### config.mk
export PLATFORM = sky130hd
export DESIGN_NAME = output_driver_serial_ctrl
export DESIGN_NICKNAME = d
export VERILOG_FILES = /design/src/hdl/out_drv_pkg.sv /design/src/hdl/output_driver_serial_ctrl.sv
export SDC_FILE = /design/constraint.sdc
export NUM_CORES = 1
export LEC_CHECK = 0
export ABC_CLOCK_PERIOD_IN_PS = 2500
export BUFFER_PORTS_ARGS = -buffer_cell sky130_fd_sc_hd__buf_4
export CELL_PAD_IN_SITES_DETAIL_PLACEMENT = 0
export CELL_PAD_IN_SITES_GLOBAL_PLACEMENT = 1
export CORE_MARGIN = 5
export CORE_UTILIZATION = 44
export CTS_BUF_LIST = sky130_fd_sc_hd__clkbuf_2 sky130_fd_sc_hd__clkbuf_4 sky130_fd_sc_hd__clkbuf_8
export CTS_CLUSTER_SIZE = 12
export DETAILED_ROUTE_END_ITERATION = 6
export GPL_TIMING_DRIVEN = 0
export HOLD_SLACK_MARGIN = 0.03
export PLACE_DENSITY_LB_ADDON = 0.1
export SYNTH_ARGS = -nofsm -noshare
export SYNTH_HDL_FRONTEND = slang
export SYNTH_SLANG_ARGS = --single-unit
### constraint.sdc
create_clock -name clk -period 2.5 [get_ports clk]
set_clock_uncertainty 0.2 [all_clocks]
set_input_delay 0.25 -clock clk [delete_from_list [all_inputs] [get_ports clk]]
set_output_delay 0.25 -clock clk [all_outputs]
set_load 0.03 [all_outputs]
### src/hdl/out_drv_pkg.sv
// Purpose: shared constants and types for the output driver serial control block
// Assumes: 16-bit control word, msb first
// Notes:   field positions and reset value of the control word
package out_drv_pkg;
  localparam int         WORD_BITS     = 16;
  localparam int         ADDR_HI       = 15;
  localparam int         ADDR_LO       = 13;
  localparam int         RW_POS        = 12;
  localparam int         RANGE_HI      = 10;
  localparam int         RANGE_LO      = 7;
  localparam int         CLEAR_LEVEL_SELECT_POS    = 6;
  localparam int         OUTPUT_ENABLE_CTL_POS     = 5;
  localparam int         CLEAR_POS     = 4;
  localparam int         RSEL_POS      = 3;
  localparam int         RESET_POS     = 2;
  localparam logic [4:0] BIT_CNT_LAST  = 5'h10;
  localparam logic [15:0] CTRL_RESET   = 16'h0000;

  // decoded control fields
  typedef struct packed {
    logic [3:0] range_code;
    logic       clear_level_select;
    logic       output_enable_ctl;
    logic       clear_ctl;
    logic       sense_resistor_select;
  } ctrl_fields_t;

  // receiver states, gray coded
  typedef enum logic [1:0] {
    ST_IDLE  = 2'b00,
    ST_SHIFT = 2'b01,
    ST_DONE  = 2'b11
  } rx_state_t;
endpackage : out_drv_pkg

### src/hdl/output_driver_serial_ctrl.sv
// Purpose: serial control word receiver and output gating of the output driver
// Assumes: sclk, sdin, sync_n and all pins are asynchronous and sampled by clk
// Notes:   sync_n low frames a word; analog stages lie outside this block
// Summary of operation
// - software mode resets on reset pin low or control write with reset bit set.
// - any reset returns both output channels to disabled power-on state.
// - reset pin is level sensitive; held in reset while low.
// - reset bit returns to zero after a reset command.
// - hardware mode has no reset; system holds reset pin high.
// - software mode: output enable bit gates outputs; cleared means tristate.
// - hardware mode: output enable pin gates outputs instead of register bit.
// - mode pin tied low selects software mode.
// - each transfer is one 16-bit word, msb first.
// - data bits sampled on serial clock falling edge.
// - top three word bits carry board address.
// - word acted on only when address bits match address pins.
// - range 10..7, clear select 6, enable 5, clear 4, resistor 3, reset 2.
// - bit 12 selects read or write.
// - range code with resistor select chooses output configuration.
// - power-on loads all registers but the pin synchronisers with zeros, output disabled.
`timescale 1ns/10ps
module output_driver_serial_ctrl (
  input  wire logic                     clk,
  input  wire logic                     rst,
  input  wire logic                     sclk,
  input  wire logic                     sdin,
  input  wire logic                     sync_n,
  input  wire logic                     reset_pin_n,
  input  wire logic                     interface_mode_pin,
  input  wire logic                     hw_output_enable_pin,
  input  wire logic                     board_addr_pin2,
  input  wire logic                     board_addr_pin1,
  input  wire logic                     board_addr_pin0,
  output logic [15:0]                   output_control_word,
  output out_drv_pkg::ctrl_fields_t     ctrl_fields,
  output logic                          current_out_en,
  output logic                          voltage_out_en,
  output logic                          in_reset
);
  import out_drv_pkg::*;

  // two-flop synchronisers for every pin
  // reset values are idle levels, so no false serial clock edge follows reset
  logic [8:0] meta_ff;
  logic [8:0] sync_ff;
  logic [8:0] nxt_meta;
  logic [8:0] nxt_sync;
  logic       sclk_prev_ff;
  logic       nxt_sclk_prev;

  always_comb begin
    nxt_meta = {sclk, sdin, sync_n, reset_pin_n, interface_mode_pin, hw_output_enable_pin,
                board_addr_pin2, board_addr_pin1, board_addr_pin0};
    nxt_sync = meta_ff;
    nxt_sclk_prev = sync_ff[8];
  end

  always_ff @(posedge clk) begin
    if (rst) begin
      meta_ff      <= 9'h1f0;
      sync_ff      <= 9'h1f0;
      sclk_prev_ff <= 1'b1;
    end else begin
      meta_ff      <= nxt_meta;
      sync_ff      <= nxt_sync;
      sclk_prev_ff <= nxt_sclk_prev;
    end
  end

  logic       s_sclk;
  logic       s_sdin;
  logic       s_sync_n;
  logic       s_reset_n;
  logic       s_hw_mode;
  logic       s_hw_oe;
  logic [2:0] s_addr;
  logic       sclk_fall;

  // synchronised pin levels and the serial clock falling edge
  assign s_sclk    = sync_ff[8];
  assign s_sdin    = sync_ff[7];
  assign s_sync_n  = sync_ff[6];
  assign s_reset_n = sync_ff[5];
  assign s_hw_mode = sync_ff[4];
  assign s_hw_oe   = sync_ff[3];
  assign s_addr    = sync_ff[2:0];
  assign sclk_fall = sclk_prev_ff & ~s_sclk;

  // word receiver: shift on falling sclk while framed
  rx_state_t  state_ff;
  rx_state_t  nxt_state;
  logic [15:0] shift_ff;
  logic [15:0] nxt_shift;
  logic [4:0]  cnt_ff;
  logic [4:0]  nxt_cnt;

  always_comb begin
    nxt_state = state_ff;
    nxt_shift = shift_ff;
    nxt_cnt   = cnt_ff;
    case (state_ff)
      ST_IDLE: begin
        nxt_cnt = 5'h00;
        if (!s_sync_n) begin
          nxt_state = ST_SHIFT;
        end
      end
      ST_SHIFT: begin
        if (s_sync_n) begin
          nxt_state = ST_IDLE;
        end else if (sclk_fall) begin
          nxt_shift = {shift_ff[14:0], s_sdin};
          nxt_cnt   = cnt_ff + 5'h01;
          if (cnt_ff + 5'h01 == BIT_CNT_LAST) begin
            nxt_state = ST_DONE;
          end
        end
      end
      ST_DONE: begin
        // bits after the sixteenth are dropped until the frame closes
        if (s_sync_n) begin
          nxt_state = ST_IDLE;
        end
      end
      default: nxt_state = ST_IDLE;
    endcase
  end

  always_ff @(posedge clk) begin
    if (rst) begin
      state_ff <= ST_IDLE;
      shift_ff <= 16'h0000;
      cnt_ff   <= 5'h00;
    end else begin
      state_ff <= nxt_state;
      shift_ff <= nxt_shift;
      cnt_ff   <= nxt_cnt;
    end
  end

  // a word is complete on the transition into done
  logic word_done;
  logic addr_match;
  logic sw_mode;
  logic is_write;

  assign word_done  = (state_ff == ST_SHIFT) && (nxt_state == ST_DONE);
  assign addr_match = (nxt_shift[ADDR_HI:ADDR_LO] == s_addr);
  assign sw_mode    = ~s_hw_mode;
  assign is_write   = ~nxt_shift[RW_POS];

  // control register with self-clearing reset bit
  logic [15:0] ctrl_ff;
  logic [15:0] nxt_ctrl;
  logic        pin_reset;
  logic        bit_reset;

  assign pin_reset = sw_mode & ~s_reset_n;
  assign bit_reset = sw_mode & ctrl_ff[RESET_POS];

  always_comb begin
    nxt_ctrl = ctrl_ff;
    // a reset in the same cycle as a write wins
    if (pin_reset || bit_reset) begin
      nxt_ctrl = CTRL_RESET;
    end else if (word_done && addr_match && is_write && sw_mode) begin
      nxt_ctrl = nxt_shift;
    end
  end

  always_ff @(posedge clk) begin
    if (rst) begin
      ctrl_ff <= CTRL_RESET;
    end else begin
      ctrl_ff <= nxt_ctrl;
    end
  end

  // output gating and registered status
  ctrl_fields_t nxt_fields;
  logic         nxt_oe;
  logic         nxt_in_reset;
  logic         reset_cmd;

  // a stored reset command keeps both channels off in the cycle before it clears
  assign reset_cmd = nxt_ctrl[RESET_POS];

  always_comb begin
    nxt_fields.range_code            = nxt_ctrl[RANGE_HI:RANGE_LO];
    nxt_fields.clear_level_select    = nxt_ctrl[CLEAR_LEVEL_SELECT_POS];
    nxt_fields.output_enable_ctl     = nxt_ctrl[OUTPUT_ENABLE_CTL_POS];
    nxt_fields.clear_ctl             = nxt_ctrl[CLEAR_POS];
    nxt_fields.sense_resistor_select = nxt_ctrl[RSEL_POS];
    nxt_in_reset = pin_reset | bit_reset;
    if (sw_mode) begin
      nxt_oe = nxt_ctrl[OUTPUT_ENABLE_CTL_POS] & ~nxt_in_reset & ~reset_cmd;
    end else begin
      nxt_oe = s_hw_oe;
    end
  end

  always_ff @(posedge clk) begin
    if (rst) begin
      output_control_word <= CTRL_RESET;
      ctrl_fields         <= '0;
      current_out_en      <= 1'b0;
      voltage_out_en      <= 1'b0;
      in_reset            <= 1'b0;
    end else begin
      output_control_word <= nxt_ctrl;
      ctrl_fields         <= nxt_fields;
      current_out_en      <= nxt_oe;
      voltage_out_en      <= nxt_oe;
      in_reset            <= nxt_in_reset;
    end
  end
endmodule : output_driver_serial_ctrl

==> results.md, run 1 <==
* Global-route wire length before repair at about 7.6 mm
* Remaining max-slew budget at the tightest pin at 0.6031
* Endpoint type of the worst setup path: flip-flop
* Quantity of I/O buffers inserted on ports at 36
* First-pass iteration count of the detailed router at 5
* Clock insertion delay at the later pin of the skew report at 0.33 ns
* Top area cells in the synthesized netlist: dfxtp_1 (53%), mux2i_1 (6.7%), a211oi_1 (5.0%)
* Via count normalized by instance count at 4.840
* Run status: complete, no violations
* WS Path Type: flip-flop to flip-flop
* Fraction of the mapped netlist area in simple logic gates at 0.1746
* Post-synthesis area per instance at 10.27 sq um
* Number of nets produced by synthesis at 231
* Die H at 81.51 um
* Worst Path Arrival at 2.35 ns
* Most used flip-flop cell after synthesis: dfxtp_1
* Netlist area before placement at 2250 sq um
* Final worst path period need at 2.292 ns
* Startpoint kind of the worst setup timing path: flip-flop
* Total Negative Setup Slacks at 0 ns
* Pin slew with the least headroom to its limit at 0.5953 ns
* Max IR drop VDD at 0.0004542 V
* Area share of the largest cell type after synthesis at 0.5339
* Floorplan die width at about 80 um
* I/O pin total at 38
* Clock Tree Buf Depth at 2
* Wire length per cell after detailed routing at 13.07 um
* GP Congestion at 0.7522
* Die area at 6643 sq um
* FFs w/ async S/R, synth at 0
* Post-route clock period utilization at 0.9169
* Number of fill cells at 477
* Cell Count Post-Placement at 325
* Starting DRT DRC Count at 69
* Number of antenna violations at the first check in global routing at 0
* Number of global-route vias before repair at 1,587
* Via count of the routed design at around 1,700
* Number of levels in the clock H-tree at 3
* Count of nets left with antenna violations after detail routing at 0
* CTS buffer count at 9
* Number of diodes added for antenna fixing at 0
* Worst-path cell with the longest stage delay: or4_4
* Maximum clock rate at about 0.44 GHz
* Post-synthesis xor/xnor area fraction at 0.02336
* Number of hold violations in the final report at 0
* Largest family of logic cells by synthesized area: simple AND/OR/NAND/NOR gates
* Hold_ws at roughly 0.063 ns
* Max Cap Violations at 0
* Global-route usage over all layers at 0.1556
* Root buf cell: clkbuf_8
* Power density cells at 683.4 nW/um^2
* Core occupancy in the finished layout at 0.5789
* Leakage component of the power at 1.236 nW
* Complex-gate fraction of the synthesized area at 0.1246
* Register cell area after layout at 1201 sq um
* Sum of net half-perimeters after detailed placement at around 3 mm
* Pins over their slew limit at 0
* Setup repair after global routing missed its margin: false
* Register bit count reported by yosys at 60
* Post-synth EDFFs at 0
* Total DRC errors in the routed layout at 0
* Remaining Overflow, GRT at 0
* Worst stage delay on the critical path at ~0.52 ns
* Number of unique standard cell types used by synthesis at 38
* Total number of placement rows at 26
* Post-synthesis cell count at 219
* Fraction of final layout cells sized beyond drive strength 1 at 0.2964
* Seq/Total Area, Yosys at 0.5339
* Area of the multi-input gates at about 900 sq um
* Floorplan core area at 5042 sq um
* Critical path peak fanout at 10
* Synthesized-area fraction occupied by adder cells at 0.005562
* Initial cell density of the core at 0.4462
* Final non-filler cell total at 350
* Path category of the worst min-delay check: input pin to flip-flop
* Chain of cells forming the critical path: inv_2, or4_4, o31ai_4, and2_1, buf_6, buf_8, mux2i_1
* Clock tree from TritonCTS: yes
* Routed wire length at 4.576 mm
* Clock-pin slew on the worst setup and hold paths at 0.07 ns
* Largest net degree at the start of global routing at 11
* Required time worst endpoint at 2.56 ns
* Total Nets Final at 287
* Post-synthesis to final-layout area growth at 29.76%
* YS warnings at 0
* Final setup violation count at 0
* Clock Sink Count at 60
* Top cell type by total area after synthesis: dfxtp_1
* Buffers inserted during post-CTS setup optimization at 0
* Mux cell area share after synthesis at 0.07175
[area by class of cell]
| class | instances | share of cell area |
|---|---|---|
| Sequential cell | 60 | 0.4115 |
| Multi-Input combinational cell | 135 | 0.3082 |
| Timing Repair Buffer | 45 | 0.1234 |
| Buffer | 23 | 0.05015 |
| Clock buffer | 11 | 0.04972 |
| Tap cell | 70 | 0.03000 |
| Clock inverter | 5 | 0.02572 |
| Inverter | 1 | 0.001286 |
[final timing paths]
| check | endpoint | depth (start not counted) | slack, ns | start |
|---|---|---|---|---|
| max | voltage_out_en$_SDFF_PP0_ | 7 | 0.21 | state_ff[0]$_SDFF_PP0_ |
| min | meta_ff[2]$_SDFF_PP0_ | 2 | 0.06 | rst |
| max reg2reg | voltage_out_en$_SDFF_PP0_ | 7 | 0.21 | state_ff[0]$_SDFF_PP0_ |
| min reg2reg | sync_ff[8]$_SDFF_PP1_ | 1 | 0.21 | meta_ff[8]$_SDFF_PP1_ |
[through the flow]
stage	worst slack (ns)	cell area, sq um	total power, mW
after floorplan	0.4560	2250	1.029
after global placement	0.2004	2608	1.050
after detailed placement	0.2093	2608	1.051
after CTS	0.1750	2918	2.025
after global routing	0.06983	2919	2.085
final	0.2077	2919	1.995
[synth_stat cells, types with 2 or more instances]
library cell,count
nand2_1,2
dfxtp_1,60
o21bai_1,2
a21oi_1,21
mux2i_1,15
a211oi_1,15
buf_2,2
nor3_1,3
buf_4,10
nand3b_1,2
clkbuf_1,8
nor3b_1,3
nand3_1,4
nor2b_1,11
or2_2,11
xor2_1,5
nor2_1,23
and4b_1,2
[state kept, by name (all words and copies together), names as in the netlist]
| register | cells |
|---|---|
| output_control_word | 16 |
| meta_ff | 9 |
| voltage_out_en | 1 |
| state_ff | 2 |
| sclk_prev_ff | 1 |
| cnt_ff | 5 |
| shift_ff | 16 |
| sync_ff | 9 |
| in_reset | 1 |
[power breakdown]
group          switching, mW  internal [mW]  total [mW]
Clock                  0.361          0.594       0.955
Sequential           0.00558          0.971       0.976
Combinational         0.0292         0.0343      0.0635
Total                  0.396           1.60        1.99
[layer usage]
layer | wire [um] | share of wire | GRT usage
met4 | 125 | 0.027 | 0.1014
met1 | 2275 | 0.50 | 0.2132
met3 | 233 | 0.051 | 0.03728
met2 | 1942 | 0.42 | 0.2158
met5 | 0 | 0 | 0
[cell families (layout without fill, tap and decap cells)]
kind of cell / after synthesis / in the layout
xor gates and xnor gates: 6 / 6
DFF: 60 / 60
AOI/OAI and AO/OA: 43 / 43
muxes: 16 / 16
buffers and inverters: 24 / 85
adders and majority gates: 1 / 1
and+or+nand+nor: 69 / 69
[critical path, delay by kind of cell (launching register included)]
family                 cells  cell delay [ns]
AO/OA/AOI/OAI              1             0.38
multiplexers               1             0.19
buffers and inverters      3             0.32
flip-flops                 1             0.39
AND/OR/NAND/NOR            2             0.72
[cell usage in the layout (no fill, tap or decap), types with 9 or more instances in the layout]
| master | n |
|---|---|
| dfxtp_1 | 60 |
| a211oi_1 | 15 |
| dlygate4sd3_1 | 9 |
| buf_4 | 46 |
| clkbuf_8 | 10 |
| a21oi_1 | 21 |
| nor2_1 | 23 |
| mux2i_1 | 15 |
| or2_2 | 11 |
| nor2b_1 | 11 |
[timing repair]
action,4_1_cts,5_1_grt
hold endpoints to repair,9,0
resized for setup,0,2
setup endpoints to repair,0,2
hold buffers,9,0
Note: power is estimated with default switching activity, not from simulation.
==> run 2: changes to the inputs <==
--- a/config.mk
+++ b/config.mk
@@ -6,11 +6,11 @@
 export NUM_CORES = 1
 export LEC_CHECK = 0
 export ABC_CLOCK_PERIOD_IN_PS = 2500
-export BUFFER_PORTS_ARGS = -buffer_cell sky130_fd_sc_hd__buf_4
+export BUFFER_PORTS_ARGS = -buffer_cell sky130_fd_sc_hd__buf_2
 export CELL_PAD_IN_SITES_DETAIL_PLACEMENT = 0
 export CELL_PAD_IN_SITES_GLOBAL_PLACEMENT = 1
 export CORE_MARGIN = 5
-export CORE_UTILIZATION = 44
+export CORE_UTILIZATION = 32
 export CTS_BUF_LIST = sky130_fd_sc_hd__clkbuf_2 sky130_fd_sc_hd__clkbuf_4 sky130_fd_sc_hd__clkbuf_8
 export CTS_CLUSTER_SIZE = 12
 export DETAILED_ROUTE_END_ITERATION = 6
==> run 2 against run 1 <==
Clock-buffer cell count shrank 2. First-iteration DRC count decreased by 16%. Sequential share of layout area is 0.90 points higher. Worst setup slack got worse by 0.022 ns. Register-to-register slack lost 0.02 ns. Maximum frequency decreased by 0.94%. Non-clock buffer count did not move. Flip-flop and latch count did not move.
==> results.md, run 2 (synthesized netlist as in run 1, its figures left out) <==
* Sum of net half-perimeters after detailed placement at 3.385 mm (was 3.093 mm)
* Quantity of I/O buffers inserted on ports at 36 (unchanged)
* Number of diodes added for antenna fixing at 0 (unchanged)
* Remaining Overflow, GRT at 0 (unchanged)
* Leakage component of the power at 1.224 nW (was 1.236 nW)
* Number of global-route vias before repair at 1,612 (was 1,587)
* Setup repair after global routing missed its margin: false (unchanged)
* Pin slew with the least headroom to its limit at 0.6614 ns (was 0.5953 ns)
* Final worst path period need at 2.314 ns (was 2.292 ns)
* Die area at 8807 sq um (was 6643 sq um)
* Critical R2R Launch: state_ff[0]$_SDFF_PP0_ (unchanged)
* Final setup violation count at 0 (unchanged)
* Maximum clock rate at 0.4322 GHz (was 0.4363 GHz)
* Via count normalized by instance count at 4.418 (was 4.840)
* Portion of total power attributed to the clock network at 0.476 (was 0.479)
* Global-route usage over all layers at 0.1247 (was 0.1556)
* Clock tree from TritonCTS: yes (unchanged)
* Pins over their slew limit at 0 (unchanged)
* Setup WS post-layout at 0.1860 ns (was 0.2077 ns)
* Switch share at 0.2125 (was 0.1983)
* Path category of the worst min-delay check: input pin to flip-flop (unchanged)
* Total number of placement rows at 30 (was 26)
* Fraction of final layout cells sized beyond drive strength 1 at 0.2964 (unchanged)
* Count of nets left with antenna violations after detail routing at 0 (unchanged)
* Via count of the routed design at 1,661 (was 1,694)
* Endpoint type of the worst setup path: flip-flop (unchanged)
* Clock Tree Buf Depth at 2 (unchanged)
* Required time worst endpoint at 2.56 ns (about the same)
* Number of levels in the clock H-tree at 3 (unchanged)
* Clock insertion delay at the later pin of the skew report at 0.33 ns (about the same)
* Clock-pin slew on the worst setup and hold paths at 0.07 ns (about the same)
* Number of antenna violations at the first check in global routing at 0 (unchanged)
* Remaining max-slew budget at the tightest pin at 0.5591 (was 0.6031)
* Wire length per cell after detailed routing at 13.32 um (was 13.07 um)
* WS Path Type: flip-flop to flip-flop (unchanged)
* Total Nets Final at 287 (unchanged)
* Internal cell power at 1.557 mW (was 1.599 mW)
* Commonest non-fill, non-tap cells in the layout: dfxtp_1 (60), buf_2 (38), nor2_1 (23), a21oi_1 (21) (was dfxtp_1 (60), buf_4 (46), nor2_1 (23), a21oi_1 (21))
* Post-route clock period utilization at 0.9256 (was 0.9169)
* Clock Sink Count at 60 (unchanged)
* Critical path peak fanout at 10 (unchanged)
* Post-synthesis to final-layout area growth at 26.97% (was 29.76%)
* Largest net degree at the start of global routing at 12 (was 11)
* Root buf cell: clkbuf_8 (unchanged)
* Worst min-delay path startpoint: rst (unchanged)
* Relative contribution of sequential cells to total power at 0.493 (was 0.489)
* Pre-CTS setup slack at 0.1403 ns (was 0.2093 ns)
* Floorplan core area at 6832 sq um (was 5042 sq um)
* Floorplan die width at 93.85 um (was 81.51 um)
* First-pass iteration count of the detailed router at 4 (was 5)
* Power density cells at 692.3 nW/um^2 (was 683.4 nW/um^2)
* GP Congestion at 0.7072 (was 0.7522)
* Net switching power of the design at 0.4203 mW (was 0.3955 mW)
* Max Cap Violations at 0 (unchanged)
* I/O pin total at 38 (unchanged)
* Total DRC errors in the routed layout at 0 (unchanged)
* Run status: complete, no violations (unchanged)
* Worst Path Arrival at 2.37 ns (was 2.35 ns)
* Most frequent standard cell in the layout excluding fill and tap cells: dfxtp_1 (unchanged)
* Source of the critical timing path: state_ff[0]$_SDFF_PP0_ (unchanged)
* CTS buffer count at 9 (unchanged)
* Portion of total power attributed to combinational logic at 0.030 (was 0.032)
* Total Negative Setup Slacks at 0 ns (unchanged)
* Routed wire length at 5.007 mm (was 4.576 mm)
* Die H at 93.85 um (was 81.51 um)
* Initial cell density of the core at 0.3293 (was 0.4462)
* Number of hold violations in the final report at 0 (unchanged)
* Startpoint kind of the worst setup timing path: flip-flop (unchanged)
* Max IR drop VDD at 0.0003476 V (was 0.0004542 V)
* Biggest registers after layout: output_control_word: 16 flops, shift_ff: 16 flops (unchanged)
* Starting DRT DRC Count at 58 (was 69)
* Global-route wire length before repair at 8.424 mm (was 7.617 mm)
run 2: cell types whose count changed in the layout (fill, tap and decap cells not counted):
cell / previous run / this run
buf_2: 2 / 38
clkinvlp_4: 0 / 1
buf_4: 46 / 10
clkbuf_4: 1 / 0
clkinv_4: 0 / 1
clkbuf_8: 10 / 9
run 2: area by class of cell:
cell class,count,area [sq um]
Buffer,23,146.4
Clock buffer,9,123.9
Clock inverter,7,91.34
Fill cell,713,3975
Inverter,1,3.754
Multi-Input combinational cell,135,899.6
Sequential cell,60,1201
Tap cell,96,120.1
Timing Repair Buffer,45,270.3
run 2: per-layer routing:
layer  vias up  track usage  share of wire
met3         8      0.03045          0.033
met1       754       0.1718           0.53
met5         -            0              0
met2        36       0.1804           0.42
li1        863            -              -
met4         0      0.06137          0.016
run 2: repair_timing:
| item | 4_1_cts | 5_1_grt |
|---|---|---|
| hold endpoints to repair | 9 | 0 |
| gates resized for setup | 0 | 2 |
| buffers inserted | 0 | 0 |
| hold buffers | 9 | 0 |
| setup endpoints to repair | 0 | 9 |
run 2: power groups by stage:
stage	Combinational [mW]	Sequential (mW)	Clock, mW
floorplan	0.0315	0.997	0
global placement	0.0501	0.998	0
detailed placement	0.0503	0.998	0
CTS	0.0613	0.976	0.976
global route	0.0679	0.977	1.02
finish	0.0598	0.976	0.942
run 2: through the flow:
| step | total power, mW | cells | hold slack [ns] | util | cell area [sq um] |
|---|---|---|---|---|---|
| 2_1_floorplan | 1.029 | 219 | 0.1538 | - | 2250 |
| 3_3_place_gp | 1.048 | 351 | 0.1915 | 0.3733 | 2550 |
| 3_5_place_dp | 1.048 | 351 | 0.1932 | 0.3733 | 2550 |
| 4_1_cts | 2.013 | 376 | 0.1133 | 0.4179 | 2855 |
| 5_1_grt | 2.064 | 376 | 0.1583 | 0.4181 | 2856 |
| 6_report | 1.978 | 376 | 0.1282 | 0.4181 | 2856 |
run 2: critical path, cell delays in order (launching register included):
cell     delay [ns]
dfxtp_1        0.38
inv_2          0.06
or4_4          0.52
o31ai_4        0.41
and2_1         0.21
buf_6          0.14
buf_8          0.14
mux2i_1        0.17
run 2: final timing paths:
check / endpoint / slack (ns) / cells after the start
setup / recovery: voltage_out_en$_SDFF_PP0_ / 0.19 / 7
hold / removal: meta_ff[1]$_SDFF_PP0_ / 0.13 / 2
setup reg to reg: voltage_out_en$_SDFF_PP0_ / 0.19 / 7
hold reg to reg: sync_ff[7]$_SDFF_PP1_ / 0.21 / 1
